**config.mk**
```make
export PLATFORM = sky130hd
export DESIGN_NAME = uart_flow_trigger_config
export DESIGN_NICKNAME = d
export VERILOG_FILES = /design/src/common/uart_flow_pkg.sv /design/src/hdl/uart_flow_trigger_config.sv
export VERILOG_INCLUDE_DIRS = /design/src /design/src/common
export SDC_FILE = /design/constraint.sdc
export NUM_CORES = 1
export LEC_CHECK = 0
export ABC_AREA = 1
export BUFFER_PORTS_ARGS = -buffer_cell sky130_fd_sc_hd__buf_2
export CAP_MARGIN = 20
export CELL_PAD_IN_SITES_DETAIL_PLACEMENT = 1
export CELL_PAD_IN_SITES_GLOBAL_PLACEMENT = 1
export CORE_MARGIN = 5
export CORE_UTILIZATION = 41
export DETAILED_ROUTE_END_ITERATION = 16
export GPL_TIMING_DRIVEN = 0
export MAX_ROUTING_LAYER = met4
export PLACE_DENSITY_LB_ADDON = 0.1
export SYNTH_ARGS = -nofsm -noshare
export SYNTH_HDL_FRONTEND = slang
export SYNTH_SLANG_ARGS = --single-unit
```
**constraint.sdc**
```tcl
create_clock -name ref_clk -period 7.1 [get_ports ref_clk]
set_input_delay 2.13 -clock ref_clk [delete_from_list [all_inputs] [get_ports ref_clk]]
set_output_delay 2.13 -clock ref_clk [all_outputs]
set_load 0.005 [all_outputs]
```
**src/common/uart_flow_cfg.svh**
```systemverilog
// constants for the flow, trigger and divisor configuration block
`ifndef UART_FLOW_CFG_SVH
`define UART_FLOW_CFG_SVH

// ----------------------------------------------------------------------------
// register addresses on the 3-bit host bus
// ----------------------------------------------------------------------------
`define ADDR_DIV_LO    3'h0
`define ADDR_DIV_HI    3'h1
`define ADDR_IEN       3'h1
`define ADDR_FEAT      3'h2
`define ADDR_FCTL      3'h2
`define ADDR_LCTL      3'h3
`define ADDR_MCTL      3'h4
`define ADDR_THRESH    3'h6
`define ADDR_TRIG      3'h7
`define ADDR_PAUSE2    3'h7
`define ADDR_RDY       3'h7

// ----------------------------------------------------------------------------
// keys, field positions, masks and reset values
// ----------------------------------------------------------------------------
`define FEAT_KEY       8'hbf
`define LCTL_DIV_BIT   7
`define FEAT_CTS_BIT   7
`define FEAT_RTS_BIT   6
`define FEAT_SPEC_BIT  5
`define FEAT_WEN_BIT   4
`define IEN_SLEEP_BIT  4
`define MCTL_TRIG_BIT  6
`define MCTL_LOOP_BIT  4
`define MCTL_RDY_BIT   2
`define IEN_PROT_MASK  8'hf0
`define FCTL_PROT_MASK 8'h30
`define MCTL_PROT_MASK 8'he0
`define REG_RESET      8'h00

// ----------------------------------------------------------------------------
// fifo geometry and fallback trigger levels picked by fifo_control
// ----------------------------------------------------------------------------
`define FIFO_DEPTH     7'd64
`define RX_SEL_LVL0    6'd8
`define RX_SEL_LVL1    6'd16
`define RX_SEL_LVL2    6'd56
`define RX_SEL_LVL3    6'd60
`define TX_SEL_LVL0    6'd8
`define TX_SEL_LVL1    6'd16
`define TX_SEL_LVL2    6'd32
`define TX_SEL_LVL3    6'd56
`define CHAN_IDX       2

`endif

```
**src/common/uart_flow_pkg.sv**
```systemverilog
// types for the flow, trigger and divisor configuration block
package uart_flow_pkg;

	// receive-side request-to-send hysteresis state
	typedef enum logic {
		RTS_RESUMED,
		RTS_HALTED
	} rts_state_e;

endpackage : uart_flow_pkg

```
**src/hdl/uart_flow_trigger_config.sv**
```systemverilog
// enhanced feature, divisor, threshold and trigger configuration of one uart channel
`timescale 1ns/10ps
// How it works
// - feature bit 7 set: transmitter holds while clear-to-send pin reads high
// - feature bit 6 set: request-to-send high at halt level, low at resume
// - feature bit 5 set: received char equal to second pause char pulses special_char_q
// - feature bit 4 gates writes to protected interrupt, fifo and modem bits
// - feature bits 3:0 select the software flow control combination
// - divisor is high latch as upper byte, low latch as lower byte
// - divisor latches writable only while sleep bit is clear
// - threshold holds resume level high nibble, halt level low nibble, steps of four
// - threshold writable only with feature bit 4 and modem bit 6 set
// - trigger register: receive level high nibble, transmit level low nibble, times four
// - trigger register writable only with feature bit 4 and modem bit 6 set
// - zero trigger nibble falls back to the fifo_control selected level
// - ready bits 7:4 show live receive readiness per channel
// - ready bits 3:0 show live transmit readiness per channel
// - ready register read-only at address 7 with enable bit and no loop-back
`include "uart_flow_cfg.svh"

module uart_flow_trigger_config (
	input  wire logic       ref_clk,
	input  wire logic       sys_rst,
	input  wire logic       bus_sel_n,
	input  wire logic [2:0] bus_addr,
	input  wire logic       bus_wr,
	input  wire logic       bus_rd,
	input  wire logic [7:0] bus_wdata,
	output logic      [7:0] bus_rdata_q,
	input  wire logic       cts_pin_n,
	output logic            rts_pin_n_q,
	output logic            tx_hold_q,
	input  wire logic       rx_char_valid,
	input  wire logic [7:0] rx_char,
	output logic            special_char_q,
	input  wire logic [6:0] rx_fill,
	input  wire logic [6:0] tx_fill,
	input  wire logic       rx_timeout,
	input  wire logic [3:0] peer_rx_ready,
	input  wire logic [3:0] peer_tx_ready,
	output logic      [15:0] divisor_q,
	output logic      [3:0] sw_flow_mode_q,
	output logic      [5:0] rx_trig_q,
	output logic      [5:0] tx_trig_q,
	output logic      [7:0] interrupt_enable_q,
	output logic      [7:0] fifo_control_q,
	output logic      [7:0] modem_control_q,
	output logic      [7:0] line_control_q
);

	// ------------------------------------------------------------------------
	// decode
	// ------------------------------------------------------------------------
	logic [7:0] enhanced_feature_ctrl_q;
	logic [7:0] flow_threshold_q;
	logic [7:0] fifo_trigger_level_q;
	logic [7:0] second_pause_char_q;
	logic [7:0] fifo_ready_status;
	logic [7:0] rd_mux;
	logic       wr;
	logic       key_mode;
	logic       div_mode;
	logic       ext_wr_ok;
	logic       rdy_visible;
	logic       cts_meta_q;
	logic       cts_sync_q;
	logic [6:0] halt_lvl;
	logic [6:0] resume_lvl;
	logic [6:0] tx_free;
	logic       own_rx_ready;
	logic       own_tx_ready;
	uart_flow_pkg::rts_state_e rts_state_q;

	// bus strobes come from logic on ref_clk, so no synchroniser here
	assign wr          = bus_wr & ~bus_sel_n;
	assign key_mode    = (line_control_q == `FEAT_KEY);
	assign div_mode    = line_control_q[`LCTL_DIV_BIT];
	// both threshold and trigger share the same gate
	assign ext_wr_ok   = enhanced_feature_ctrl_q[`FEAT_WEN_BIT]
	                   & modem_control_q[`MCTL_TRIG_BIT];
	assign rdy_visible = modem_control_q[`MCTL_RDY_BIT]
	                   & ~modem_control_q[`MCTL_LOOP_BIT];

	// ------------------------------------------------------------------------
	// base registers with protected fields
	// ------------------------------------------------------------------------
	// line control is always reachable so software can leave the key mode
	always_ff @(posedge ref_clk) begin
		if (sys_rst) begin
			line_control_q <= `REG_RESET;
		end else if (wr && bus_addr == `ADDR_LCTL) begin
			line_control_q <= bus_wdata;
		end
	end

	// protected bits keep their value unless the write enable is open
	always_ff @(posedge ref_clk) begin
		if (sys_rst) begin
			interrupt_enable_q <= `REG_RESET;
			fifo_control_q     <= `REG_RESET;
			modem_control_q    <= `REG_RESET;
		end else if (wr && !div_mode) begin
			if (bus_addr == `ADDR_IEN) begin
				interrupt_enable_q <= enhanced_feature_ctrl_q[`FEAT_WEN_BIT] ? bus_wdata
				    : (interrupt_enable_q & `IEN_PROT_MASK)
				    | (bus_wdata & ~`IEN_PROT_MASK);
			end
			if (bus_addr == `ADDR_FCTL) begin
				fifo_control_q <= enhanced_feature_ctrl_q[`FEAT_WEN_BIT] ? bus_wdata
				    : (fifo_control_q & `FCTL_PROT_MASK)
				    | (bus_wdata & ~`FCTL_PROT_MASK);
			end
			if (bus_addr == `ADDR_MCTL) begin
				modem_control_q <= enhanced_feature_ctrl_q[`FEAT_WEN_BIT] ? bus_wdata
				    : (modem_control_q & `MCTL_PROT_MASK)
				    | (bus_wdata & ~`MCTL_PROT_MASK);
			end
		end
	end

	// ------------------------------------------------------------------------
	// key-mode registers
	// ------------------------------------------------------------------------
	always_ff @(posedge ref_clk) begin
		if (sys_rst) begin
			enhanced_feature_ctrl_q <= `REG_RESET;
			second_pause_char_q     <= `REG_RESET;
		end else if (wr && key_mode) begin
			if (bus_addr == `ADDR_FEAT) begin
				enhanced_feature_ctrl_q <= bus_wdata;
			end
			if (bus_addr == `ADDR_PAUSE2) begin
				second_pause_char_q <= bus_wdata;
			end
		end
	end

	// the low nibble is handed to the software flow logic as is
	always_ff @(posedge ref_clk) begin
		if (sys_rst) begin
			sw_flow_mode_q <= 4'h0;
		end else begin
			sw_flow_mode_q <= enhanced_feature_ctrl_q[3:0];
		end
	end

	// divisor latches freeze once sleep is enabled
	always_ff @(posedge ref_clk) begin
		if (sys_rst) begin
			divisor_q <= 16'h0000;
		end else if (wr && div_mode && !interrupt_enable_q[`IEN_SLEEP_BIT]) begin
			if (bus_addr == `ADDR_DIV_LO) begin
				divisor_q[7:0] <= bus_wdata;
			end
			if (bus_addr == `ADDR_DIV_HI) begin
				divisor_q[15:8] <= bus_wdata;
			end
		end
	end

	// threshold and trigger share the enable; halt above resume is not checked
	always_ff @(posedge ref_clk) begin
		if (sys_rst) begin
			flow_threshold_q     <= `REG_RESET;
			fifo_trigger_level_q <= `REG_RESET;
		end else if (wr && !div_mode && ext_wr_ok) begin
			if (bus_addr == `ADDR_THRESH) begin
				flow_threshold_q <= bus_wdata;
			end
			if (bus_addr == `ADDR_TRIG) begin
				fifo_trigger_level_q <= bus_wdata;
			end
		end
	end

	// ------------------------------------------------------------------------
	// effective trigger levels
	// ------------------------------------------------------------------------
	// nibble times four, zero nibble falls back to the fifo_control pick
	always_ff @(posedge ref_clk) begin
		if (sys_rst) begin
			rx_trig_q <= `RX_SEL_LVL0;
			tx_trig_q <= `TX_SEL_LVL0;
		end else begin
			if (fifo_trigger_level_q[7:4] != 4'h0) begin
				rx_trig_q <= {fifo_trigger_level_q[7:4], 2'b00};
			end else begin
				case (fifo_control_q[7:6])
					2'd0:    rx_trig_q <= `RX_SEL_LVL0;
					2'd1:    rx_trig_q <= `RX_SEL_LVL1;
					2'd2:    rx_trig_q <= `RX_SEL_LVL2;
					default: rx_trig_q <= `RX_SEL_LVL3;
				endcase
			end
			if (fifo_trigger_level_q[3:0] != 4'h0) begin
				tx_trig_q <= {fifo_trigger_level_q[3:0], 2'b00};
			end else begin
				case (fifo_control_q[5:4])
					2'd0:    tx_trig_q <= `TX_SEL_LVL0;
					2'd1:    tx_trig_q <= `TX_SEL_LVL1;
					2'd2:    tx_trig_q <= `TX_SEL_LVL2;
					default: tx_trig_q <= `TX_SEL_LVL3;
				endcase
			end
		end
	end

	// ------------------------------------------------------------------------
	// hardware flow control
	// ------------------------------------------------------------------------
	// clear-to-send is an asynchronous pin: two flops before use
	always_ff @(posedge ref_clk) begin
		if (sys_rst) begin
			cts_meta_q <= 1'b1;
			cts_sync_q <= 1'b1;
		end else begin
			cts_meta_q <= cts_pin_n;
			cts_sync_q <= cts_meta_q;
		end
	end

	// high pin means the far end is not ready
	always_ff @(posedge ref_clk) begin
		if (sys_rst) begin
			tx_hold_q <= 1'b0;
		end else begin
			tx_hold_q <= enhanced_feature_ctrl_q[`FEAT_CTS_BIT] & cts_sync_q;
		end
	end

	assign halt_lvl   = {1'b0, flow_threshold_q[3:0], 2'b00};
	assign resume_lvl = {1'b0, flow_threshold_q[7:4], 2'b00};

	// hysteresis: halt once fill reaches halt, resume once it drains to resume
	always_ff @(posedge ref_clk) begin
		if (sys_rst) begin
			rts_state_q <= uart_flow_pkg::RTS_RESUMED;
		end else if (!enhanced_feature_ctrl_q[`FEAT_RTS_BIT]) begin
			rts_state_q <= uart_flow_pkg::RTS_RESUMED;
		end else begin
			case (rts_state_q)
				uart_flow_pkg::RTS_RESUMED: begin
					if (rx_fill >= halt_lvl) begin
						rts_state_q <= uart_flow_pkg::RTS_HALTED;
					end
				end
				uart_flow_pkg::RTS_HALTED: begin
					if (rx_fill <= resume_lvl && rx_fill < halt_lvl) begin
						rts_state_q <= uart_flow_pkg::RTS_RESUMED;
					end
				end
				default: rts_state_q <= uart_flow_pkg::RTS_RESUMED;
			endcase
		end
	end

	// pin follows the state one cycle later; low means send
	always_ff @(posedge ref_clk) begin
		if (sys_rst) begin
			rts_pin_n_q <= 1'b0;
		end else begin
			rts_pin_n_q <= (rts_state_q == uart_flow_pkg::RTS_HALTED);
		end
	end

	// char still goes to the fifo; this only raises the flag pulse
	always_ff @(posedge ref_clk) begin
		if (sys_rst) begin
			special_char_q <= 1'b0;
		end else begin
			special_char_q <= rx_char_valid
			    & enhanced_feature_ctrl_q[`FEAT_SPEC_BIT]
			    & (rx_char == second_pause_char_q);
		end
	end

	// ------------------------------------------------------------------------
	// fifo ready summary
	// ------------------------------------------------------------------------
	assign tx_free      = `FIFO_DEPTH - tx_fill;
	assign own_rx_ready = (rx_fill > {1'b0, rx_trig_q}) | rx_timeout;
	assign own_tx_ready = (tx_free >= {1'b0, tx_trig_q});

	// own channel computed here, the others come from their blocks
	for (genvar ch = 0; ch < 4; ch++) begin : g_rdy
		if (ch == `CHAN_IDX) begin : g_own
			assign fifo_ready_status[4 + ch] = own_rx_ready;
			assign fifo_ready_status[ch]     = own_tx_ready;
		end else begin : g_peer
			assign fifo_ready_status[4 + ch] = peer_rx_ready[ch];
			assign fifo_ready_status[ch]     = peer_tx_ready[ch];
		end
	end

	// ------------------------------------------------------------------------
	// read path
	// ------------------------------------------------------------------------
	// address 7 reads the pause char in key mode, else the ready summary wins over the trigger
	always_comb begin
		rd_mux = 8'h00;
		case (bus_addr)
			3'h0: rd_mux = div_mode ? divisor_q[7:0] : 8'h00;
			3'h1: rd_mux = div_mode ? divisor_q[15:8] : interrupt_enable_q;
			3'h2: rd_mux = key_mode ? enhanced_feature_ctrl_q : 8'h00;
			3'h3: rd_mux = line_control_q;
			3'h4: rd_mux = div_mode ? 8'h00 : modem_control_q;
			3'h6: rd_mux = (!div_mode && ext_wr_ok) ? flow_threshold_q : 8'h00;
			3'h7: begin
				if (key_mode) begin
					rd_mux = second_pause_char_q;
				end else if (!div_mode && rdy_visible) begin
					rd_mux = fifo_ready_status;
				end else if (!div_mode && ext_wr_ok) begin
					rd_mux = fifo_trigger_level_q;
				end
			end
			default: rd_mux = 8'h00;
		endcase
	end

	// data is presented the cycle after the read strobe and held
	always_ff @(posedge ref_clk) begin
		if (sys_rst) begin
			bus_rdata_q <= 8'h00;
		end else if (bus_rd && !bus_sel_n) begin
			bus_rdata_q <= rd_mux;
		end
	end
endmodule : uart_flow_trigger_config

```
# == Word level (Yosys, flattened, before mapping) ==
# Index checks and enable logic that the tools add are counted.
# classes
bitwise_logic,14
n_reduce_logical,30
magnitude_cmp,5
n_eq_ne,12
n_addsub,1
n_mux,19
# op_table
cell,n
8-bit two-way mux,11
8-bit case mux with 7 select lines,1
6-bit case mux with 3 select lines,2
2-bit AND reduction,9
7-bit by 6-bit greater-or-equal comparator with 1-bit output,2
6-bit two-way mux,2
1-bit logical AND,10
"3-bit equality test, second input constant",3
8-bit equality test,1
"8-bit equality test, second input constant",1
6-bit by 8-bit OR with 8-bit output,1
8-bit by 4-bit OR with 8-bit output,1
8-bit by 5-bit OR with 8-bit output,1
4-bit nonzero test,2
7-bit by 6-bit greater-than comparator with 1-bit output,1
7-bit by 6-bit less-or-equal comparator with 1-bit output,1
7-bit by 6-bit < comparator with 1-bit output,1
"7-bit subtractor, first input constant",1
1-bit bitwise AND,6
"3-bit by 2-bit equality test with 1-bit output, second input constant",2
2-bit OR reduction,3
"2-bit by 1-bit equality test with 1-bit output, second input constant",2
"2-bit equality test, second input constant",2
2-bit logical NOT,2
other kinds (7),13
# totals
elab_cells,103
regBits,110
out_inout_bits,75
in_bits,49

# == Logic depth before layout (Yosys ltp) ==
# Gate-level depths: netlist of run 1.
# logic_depth
depth_word,6
depth_mapped,19
mapped_depth_nobuf,19

# == Worst setup path after synthesis of run 1 ==
# No wires, ideal clock.
# synth_path
path_kind,in2reg
from,input tx_fill[0]
to,register bus_rdata_q[2]
setup_slack_ps,3393
arrival_time_ps,3575
t_required_ps,6968
setup_time_ps,132
path_buffers,0
cell_stages,18
path_cell_list,nor2_1 nand2_1 nor2_1 inv_1 or2_2 nand2_1 inv_1 ha_1 nand2_1 nand2_1 nand2_1 nand2_1 nand2_1 nand2_1 nand2_1 nand2_1 nand2_1 a21oi_1
# synth_via
elab_chain_len,5
# synth_lines
element,line,source
from (decl),uart_flow_trigger_config.sv:37,"input wire logic [6:0] tx_fill,"
7-bit subtractor (no line),--,
7-bit by 6-bit greater-or-equal comparator with 1-bit output,uart_flow_trigger_config.sv:282,"assign own_tx_ready = (tx_free >= {1'b0, tx_trig_q});"
8-bit two-way mux,uart_flow_trigger_config.sv:311,end else if (!div_mode && rdy_visible) begin
8-bit two-way mux,uart_flow_trigger_config.sv:309,if (key_mode) begin
8-bit case mux with 7 select lines,uart_flow_trigger_config.sv:301,case (bus_addr)
to (signal assigned),uart_flow_trigger_config.sv:326,bus_rdata_q <= rd_mux;
to (decl),uart_flow_trigger_config.sv:29,"output logic [7:0] bus_rdata_q,"
# No other way between the ends.
# A chain may end at the register's enable or synchronous reset.

# == Final worst setup path of run 1 ==
# Ends and elaborated chain as after synthesis.

==> key figures, run 1 <==
Routing
  – Wire per inst: approximately 20 um
  – Routed wire length: around 18000 um
  – Length of the first detailed-routing pass in iterations: 4
  – Vias: around 5200
  – Vias per cell: around 5.5
  – DRC: 0
  – DRT iter0 DRCs: roughly 230
  – Final ANT Viol Nets: 0

Placed design
  – Placer Congestion: ~0.92
  – HPWL after DPL: roughly 14000 um
  – I/O Buffers: 116

STA
  – Fin. max-slew vios: 0
  – Hold violation total from the final report: 0
  – Clk_skew: roughly 0.0046 ns
  – Worst Tran Pin Value: 0.860 ns
  – Crit path time final: roughly 3.7 ns
  – Final period util: approximately 52%
  – Fin Hold WS: between 0.4 and 0.5 ns
  – Setup violations, final: 0
  – RSZ-0062 raised after global routing: false
  – Max_slew headroom: a little over two fifths
  – Fmax: 270 MHz
  – Setup TNS Final: 0 ns

Global route
  – Largest net degree at the start of global routing: 17
  – Antenna violations before repair: 0
  – Vias in the first global route: roughly 5300
  – Global route total overflow: 0
  – All-Layer GR Usage: between 20% and 30%
  – First-pass GRT wire length: between 20000 and 30000 um

Critical path
  – Startpoint type of the worst setup path: input port
  – FF-to-FF path depth: 10
  – WP data required: around 7.3 ns
  – Critical Setup Path Class: in -> reg
  – Crit-path max FO: 3
  – Worst Path Arrival: 3.93 ns
  – CP endpoint kind: flip-flop

Synthesis
  – Synth Cell Area: approximately 5000 um^2
  – Seq/Total Area, Yosys: approximately 43%
  – Synth Warn #: 0
  – Synth cell types: 40
  – Post-synthesis async set-or-reset flop share: 0%
  – Cell count after synthesis: 657
  – #FFs+latches synth: 106
  – Post-synth top flop: dfxtp_1
  – EDFF count, synth: 0
  – Mapped Avg Cell Area: between 7 and 8 um^2

Worst hold path
  – Worst min path class: reg -> reg
  – Hold path depth: 1

Clocking
  – Post-CTS Repair Setup Buffers: 0
  – Cts repair resizes: 0
  – Clk_lat worst skew: about 0.36 ns
  – Total CTS buffers: 9
  – CTS tree: built
  – Clock Path Buffers: 2
  – Clk sinks: about 110
  – CTS Root Cell: clkbuf_16
  – Post-cts hold buffer count: 0
  – Worst-path clk slew: about 0.070 ns
  – H-tree depth: 3

Finish
  – Area growth syn-to-layout: 21.1%
  – Filler instances: about 1600
  – NumNets Final: 855
  – Layout cells sized above 1: a little over a fifth
  – Antenna diodes: 0

Floorplanning
  – # IOs: ~120
  – Cell Rows: 40
  – DIE HEIGHT: 120 um
  – Die Area: approximately 14000 um^2
  – Core Footprint: ~12000 um^2
  – Initial Utilization: 41.6%
  – Die Width: between 100 and 150 um

Power
  – Power, Total: about 0.0012 W
  – Pwr Density: 194 nW/um^2
  – Leakage Power: about 2.7 nW
  – VDD IR max: roughly 0.00011 V

Run
  – Number of max-cap violations: 0

Run status
  – Status: completed
==> routing by layer <==
layer | track usage [%] | part of all wire [%]
met1 | 32.6 | 44
met2 | 43.2 | 47
met3 | 3.63 | 5.8
met4 | 10.7 | 3.0
met5 | - | 0
==> path summary, 6_finish.rpt <==
check	startpoint	end	slack, ns
max	tx_fill[0]	bus_rdata_q[2]	3.39
min	cts_meta_q	cts_sync_q	0.41
max reg2reg	line_control_q[7]	bus_rdata_q[1]	4.98
min reg2reg	cts_meta_q	cts_sync_q	0.41
==> synthesized netlist by cell type, types with 4 or more instances <==
library cell	n	area, um^2
dfxtp_1	106	2120
a211oi_1	7	52.6
nor4_1	6	37.5
a32oi_1	4	35.0
buf_2	5	25.0
nand3_1	24	120
clkinv_1	6	22.5
o21ai_0	103	515
xor2_1	4	35.0
nand4_1	5	31.3
nand2_2	4	25.0
inv_1	72	270
nand2_1	90	338
clkbuf_1	11	41.3
ha_1	19	238
buf_4	8	60.1
nor2_1	39	146
a21oi_1	102	510
==> where the power goes <==
| group | internal (W) | leakage (nW) | switching (W) | total [W] |
|---|---|---|---|---|
| Clock | 0.000246 | 0.131 | 0.000230 | 0.000476 |
| Combinational | 0.0000285 | 1.75 | 0.0000599 | 0.0000884 |
| Sequential | 0.000598 | 0.855 | 0.00000343 | 0.000601 |
| Total | 0.000872 | 2.74 | 0.000293 | 0.00117 |
==> cell type report <==
cell class	instances	area [um^2]	area share (%)
timing repair buffer	116	581	9.64
sequential	106	2120	35.2
clock buffer	11	243	4.03
clock inverter	5	30.0	0.499
inverter	81	307	5.09
buffer	27	160	2.66
tap	147	184	3.05
multi-input combinational	446	2400	39.8
==> worst max-delay path, cell delays in order <==
cell,delay (ns)
buf_2,0.10
nor2_1,0.16
nand2_1,0.11
nor2_1,0.10
inv_1,0.07
or2_2,0.29
nand2_1,0.07
inv_1,0.05
ha_1,0.26
nand2_1,0.07
nand2_1,0.05
nand2_1,0.05
nand2_1,0.06
nand2_1,0.08
nand2_1,0.05
nand2_1,0.05
nand2_1,0.04
nand2_1,0.09
a21oi_1,0.06
==> cells in the final DEF (no fill, tap or decap), types with 3 or more instances in the layout <==
master     count
nor3_4         3
nor2_1        39
or2_2          3
ha_1          19
buf_2        121
a31oi_1        3
a211oi_1       7
nor3_1         3
conb_1         4
inv_1         72
o21ai_0      103
nor4_1         6
nand3_1       24
clkinv_1       6
nor2_2         3
dfxtp_1      106
clkinv_2       3
a32oi_1        4
nand2_2        4
nand4_1        5
xor2_1         4
clkbuf_1      12
nor2_4         3
nand2_1       90
a21oi_1      102
buf_6          3
clkbuf_16      9
buf_4          8
==> kinds of logic (layout without fill, tap and decap cells) <==
family | after synthesis | in the layout | share of synthesized area (%)
XOR/XNOR | 5 | 5 | 0.880
other | 1 | 4 | 0.0754
AND/OR/NAND/NOR | 186 | 186 | 17.4
adder cells (fa/ha/maj) | 19 | 19 | 4.78
flip-flops | 106 | 106 | 42.7
multiplexers | 1 | 1 | 0.201
AO/OA/AOI/OAI | 231 | 231 | 24.7
buffers and inverters | 108 | 240 | 9.38
==> sequential cells by signal, indices dropped and copies added (netlist names), 4 cells and up <==
name                     count
tx_trig_q                    4
second_pause_char_q          8
divisor_q                   16
flow_threshold_q             8
rx_trig_q                    4
fifo_control_q               8
fifo_trigger_level_q         8
bus_rdata_q                  8
modem_control_q              8
line_control_q               8
interrupt_enable_q           8
enhanced_feature_ctrl_q      8
sw_flow_mode_q               4
==> per-stage QoR <==
stage / setup WS (ns) / util, % / std cells / cell area (um^2)
2_1_floorplan: 3.39 / - / 660 / 4980
3_3_place_gp: 3.05 / 48.1 / 923 / 5750
3_5_place_dp: 2.99 / 48.1 / 923 / 5750
4_1_cts: 3.38 / 50.3 / 939 / 6020
5_1_grt: 3.19 / 50.3 / 939 / 6020
6_report: 3.39 / 50.3 / 939 / 6020
(Power assumes the default switching activity.)
==> run 2: changes to the inputs <==
ABC_AREA = 0   (was 1)
CORE_UTILIZATION = 36   (was 41)
clock period = 3.07 ns   (was 7.1 ns; I/O delays follow)
==> run 2 against run 1 <==
Compared with the run above: clock-buffer cell count is 1 lower; setup slack worse by 3.0 ns; sequential power is 130% higher; hold slack worse by 0.0051 ns; power is 140% higher; largest power group unchanged.
==> key figures, run 2 <==
Global route
  – First-pass GRT wire length: 28300 um (-1.2%)
  – Largest net degree at the start of global routing: 16 (-1)
  – Global route total overflow: 0 (unchanged)
  – GRT met3 Usage: 3.54% (-0.084 points)
  – Met2 Usage GRT: 36.2% (-7.0 points)
  – All-Layer GR Usage: 23.0% (-3.3 points)
  – Busiest grt layer: met2
  – Antenna violations before repair: 0 (unchanged)
  – M1 GR Usage: 29.7% (-2.9 points)
  – Vias in the first global route: 5014 (-4.7%)

Critical path
  – WP data required: 3.30 ns (-4.02 ns)
  – Crit-path max FO: 10 (+7)
  – Startpoint type of the worst setup path: input port
  – Worst Path Arrival: 2.92 ns (-1.01 ns)
  – Critical Setup Path Class: in -> reg
  – CP endpoint kind: flip-flop

Clocking
  – CTS tree: built
  – Clk_lat worst skew: 0.36 ns (about the same)
  – Clock Path Buffers: 2 (unchanged)
  – H-tree depth: 3 (unchanged)
  – Clk sinks: 106 (unchanged)
  – Cts repair resizes: 0 (unchanged)
  – CTS Root Cell: clkbuf_16
  – Post-CTS Repair Setup Buffers: 0 (unchanged)
  – Total CTS buffers: 9 (unchanged)
  – Worst-path clk slew: 0.07 ns (about the same)
  – Post-cts hold buffer count: 0 (unchanged)

Placed design
  – Placer Congestion: 0.901 (-1.9%)
  – I/O Buffers: 108 (-6.9%)
  – HPWL after DPL: 14200 um (+0.12%)

STA
  – Final period util: between 80 and 90%
  – Hold violation total from the final report: 0 (unchanged)
  – Clk_skew: 0.00875 ns (+0.00417 ns)
  – Worst Tran Pin Value: 0.927 ns (+0.0670 ns)
  – Setup violations, final: 0 (unchanged)
  – Fin. max-slew vios: 0 (unchanged)
  – Setup TNS Final: 0 ns (unchanged)
  – RSZ-0062 raised after global routing: false
  – Fin Hold WS: 0.408 ns (-0.00508 ns)
  – Max_slew headroom: 37.9% (-4.4 points)
  – Crit path time final: 2.69 ns
  – Fmax: 372 MHz

Finish
  – Final Util: 44.6% (-5.8 points)
  – Area growth syn-to-layout: 20.5%
  – Filler instances: 1692 (+8.3%)
  – Most frequent cells in the layout: buf_2, dfxtp_1, nor2_1, mux2i_1, nand2_1
  – Antenna diodes: 0 (unchanged)
  – NumNets Final: 769 (-10%)
  – Largest register FFs: 16 (unchanged)
  – Biggest register: divisor_q
  – Most common cell after layout, fill and taps aside: buf_2
  – Area of the multi-input gates: 2770 um^2 (+16%)
  – Register Area: 2120 um^2 (unchanged)
  – Layout cells sized above 1: 20.8% (-0.57 points)

Routing
  – Vias: 4851 (-6.3%)
  – Final ANT Viol Nets: 0 (unchanged)
  – Routed wire length: 18700 um (+2.0%)
  – DRT iter0 DRCs: 233 (+0.43%)
  – Wire per inst: 21.2 um (+8.5%)
  – Vias per cell: 5.49 (-0.35%)
  – DRC: 0 (unchanged)
  – Length of the first detailed-routing pass in iterations: 6 (+2)

Synthesis
  – Cell count after synthesis: 579 (-12%)
  – Synth cell types: 56 (+40%)
  – EDFF count, synth: 0 (unchanged)
  – Most common cell in the netlist: dfxtp_1
  – Seq/Total Area, Yosys: 41.2% (-1.5 points)
  – Top-area cell type share of the netlist area: 41.2% (-1.5 points)
  – Synth Warn #: 0 (unchanged)
  – Cell type with the largest total area after synthesis: dfxtp_1
  – Post-synth top flop: dfxtp_1
  – Post-synthesis async set-or-reset flop share: 0% (unchanged)
  – Synth Cell Area: 5150 um^2 (+3.6%)
  – #FFs+latches synth: 106 (unchanged)
  – Leading post-synthesis cells by cell area: dfxtp_1, mux2i_1, nor2_1
  – Mapped Avg Cell Area: 8.90 um^2 (+18%)
  – Commonest cells post-synth: dfxtp_1, nor2_1, mux2i_1

Floorplanning
  – DIE HEIGHT: 130 um (+7.9%)
  – Die Area: 16800 um^2 (+16%)
  – Initial Utilization: 37.0% (-4.6 points)
  – # IOs: 124 (unchanged)
  – Die Width: 130 um (+7.9%)
  – Core Footprint: 13900 um^2 (+16%)
  – Cell Rows: 43 (+7.5%)

Run status
  – Status: completed

Worst hold path
  – Worst min path class: reg -> reg

Power
  – Leakage Power: 2.63 nW (-3.9%)
  – Pwr Density: 441 nW/um^2 (+130%)
  – VDD IR max: 0.000252 V (+120%)
  – Power, Total: 0.00274 W (+140%)

Run
  – Number of max-cap violations: 0 (unchanged)
==> run 2: changes by cell type after synthesis, sizes merged, moves of 7 or more <==
cell | before | now
clkbuf | 11 | 30
nor2 | 45 | 79
a22oi | 0 | 13
mux2i | 1 | 66
a22o | 0 | 7
o21ai | 104 | 13
nor2b | 0 | 12
inv | 75 | 21
a21oi | 102 | 26
nand2 | 94 | 44
==> run 2: logic make-up after synthesis <==
kind of cell / synth area share [%]
and+or+nand+nor: 20.1
DFF: 41.2
AOI/OAI and AO/OA: 13.9
muxes: 12.8
buffers and inverters: 5.22
adders and majority gates: 4.61
xor gates and xnor gates: 2.04
other: 0.0728
==> run 2: path summary, 6_finish.rpt <==
path	from	endpoint	slack, ns	depth (start not counted)
hold / removal	cts_meta_q	cts_sync_q	0.41	1
setup reg to reg	line_control_q[7]	enhanced_feature_ctrl_q[2]	0.56	7
setup / recovery	bus_addr[0]	fifo_control_q[5]	0.38	7
hold reg to reg	cts_meta_q	cts_sync_q	0.41	1
==> run 2: final cells by class <==
type | count | share of cell area [%]
Multi-Input combinational cell | 412 | 44.6
Tap cell | 180 | 3.63
Inverter | 21 | 1.27
Buffer | 43 | 3.06
Clock buffer | 10 | 3.85
Clock inverter | 3 | 0.685
Sequential cell | 106 | 34.2
Timing Repair Buffer | 108 | 8.70
==> run 2: power breakdown <==
| part | internal (W) | leakage (nW) | switching (W) | total, W |
|---|---|---|---|---|
| Clock | 0.000640 | 0.136 | 0.000511 | 0.00115 |
| Combinational | 0.0000667 | 1.64 | 0.000139 | 0.000206 |
| Sequential | 0.00138 | 0.854 | 0.00000483 | 0.00138 |
| Total | 0.00209 | 2.63 | 0.000654 | 0.00274 |
==> run 2: critical path, stage by stage <==
cell and delay (ns):
buf_2 0.11, clkbuf_1 0.22, nor2_1 0.37, nand4b_1 0.55, or2_2 0.53, mux2i_1 0.16
nor2_1 0.05
==> run 2: per-layer routing <==
| layer | vias to the layer above | part of all wire, % |
|---|---|---|
| li1 | 2271 | - |
| met1 | 2383 | 45 |
| met2 | 162 | 47 |
| met3 | 35 | 5.5 |
| met4 | 0 | 2.7 |
| met5 | - | 0 |
==> run 2: metrics by stage <==
stage | area [um^2] | worst slack (ns) | std cells
floorplan | 5160 | 0.375 | 582
global placement | 5930 | 0.0142 | 870
detailed placement | 5930 | -0.0357 | 870
CTS | 6210 | 0.332 | 883
global route | 6210 | 0.207 | 883
finish | 6210 | 0.383 | 883
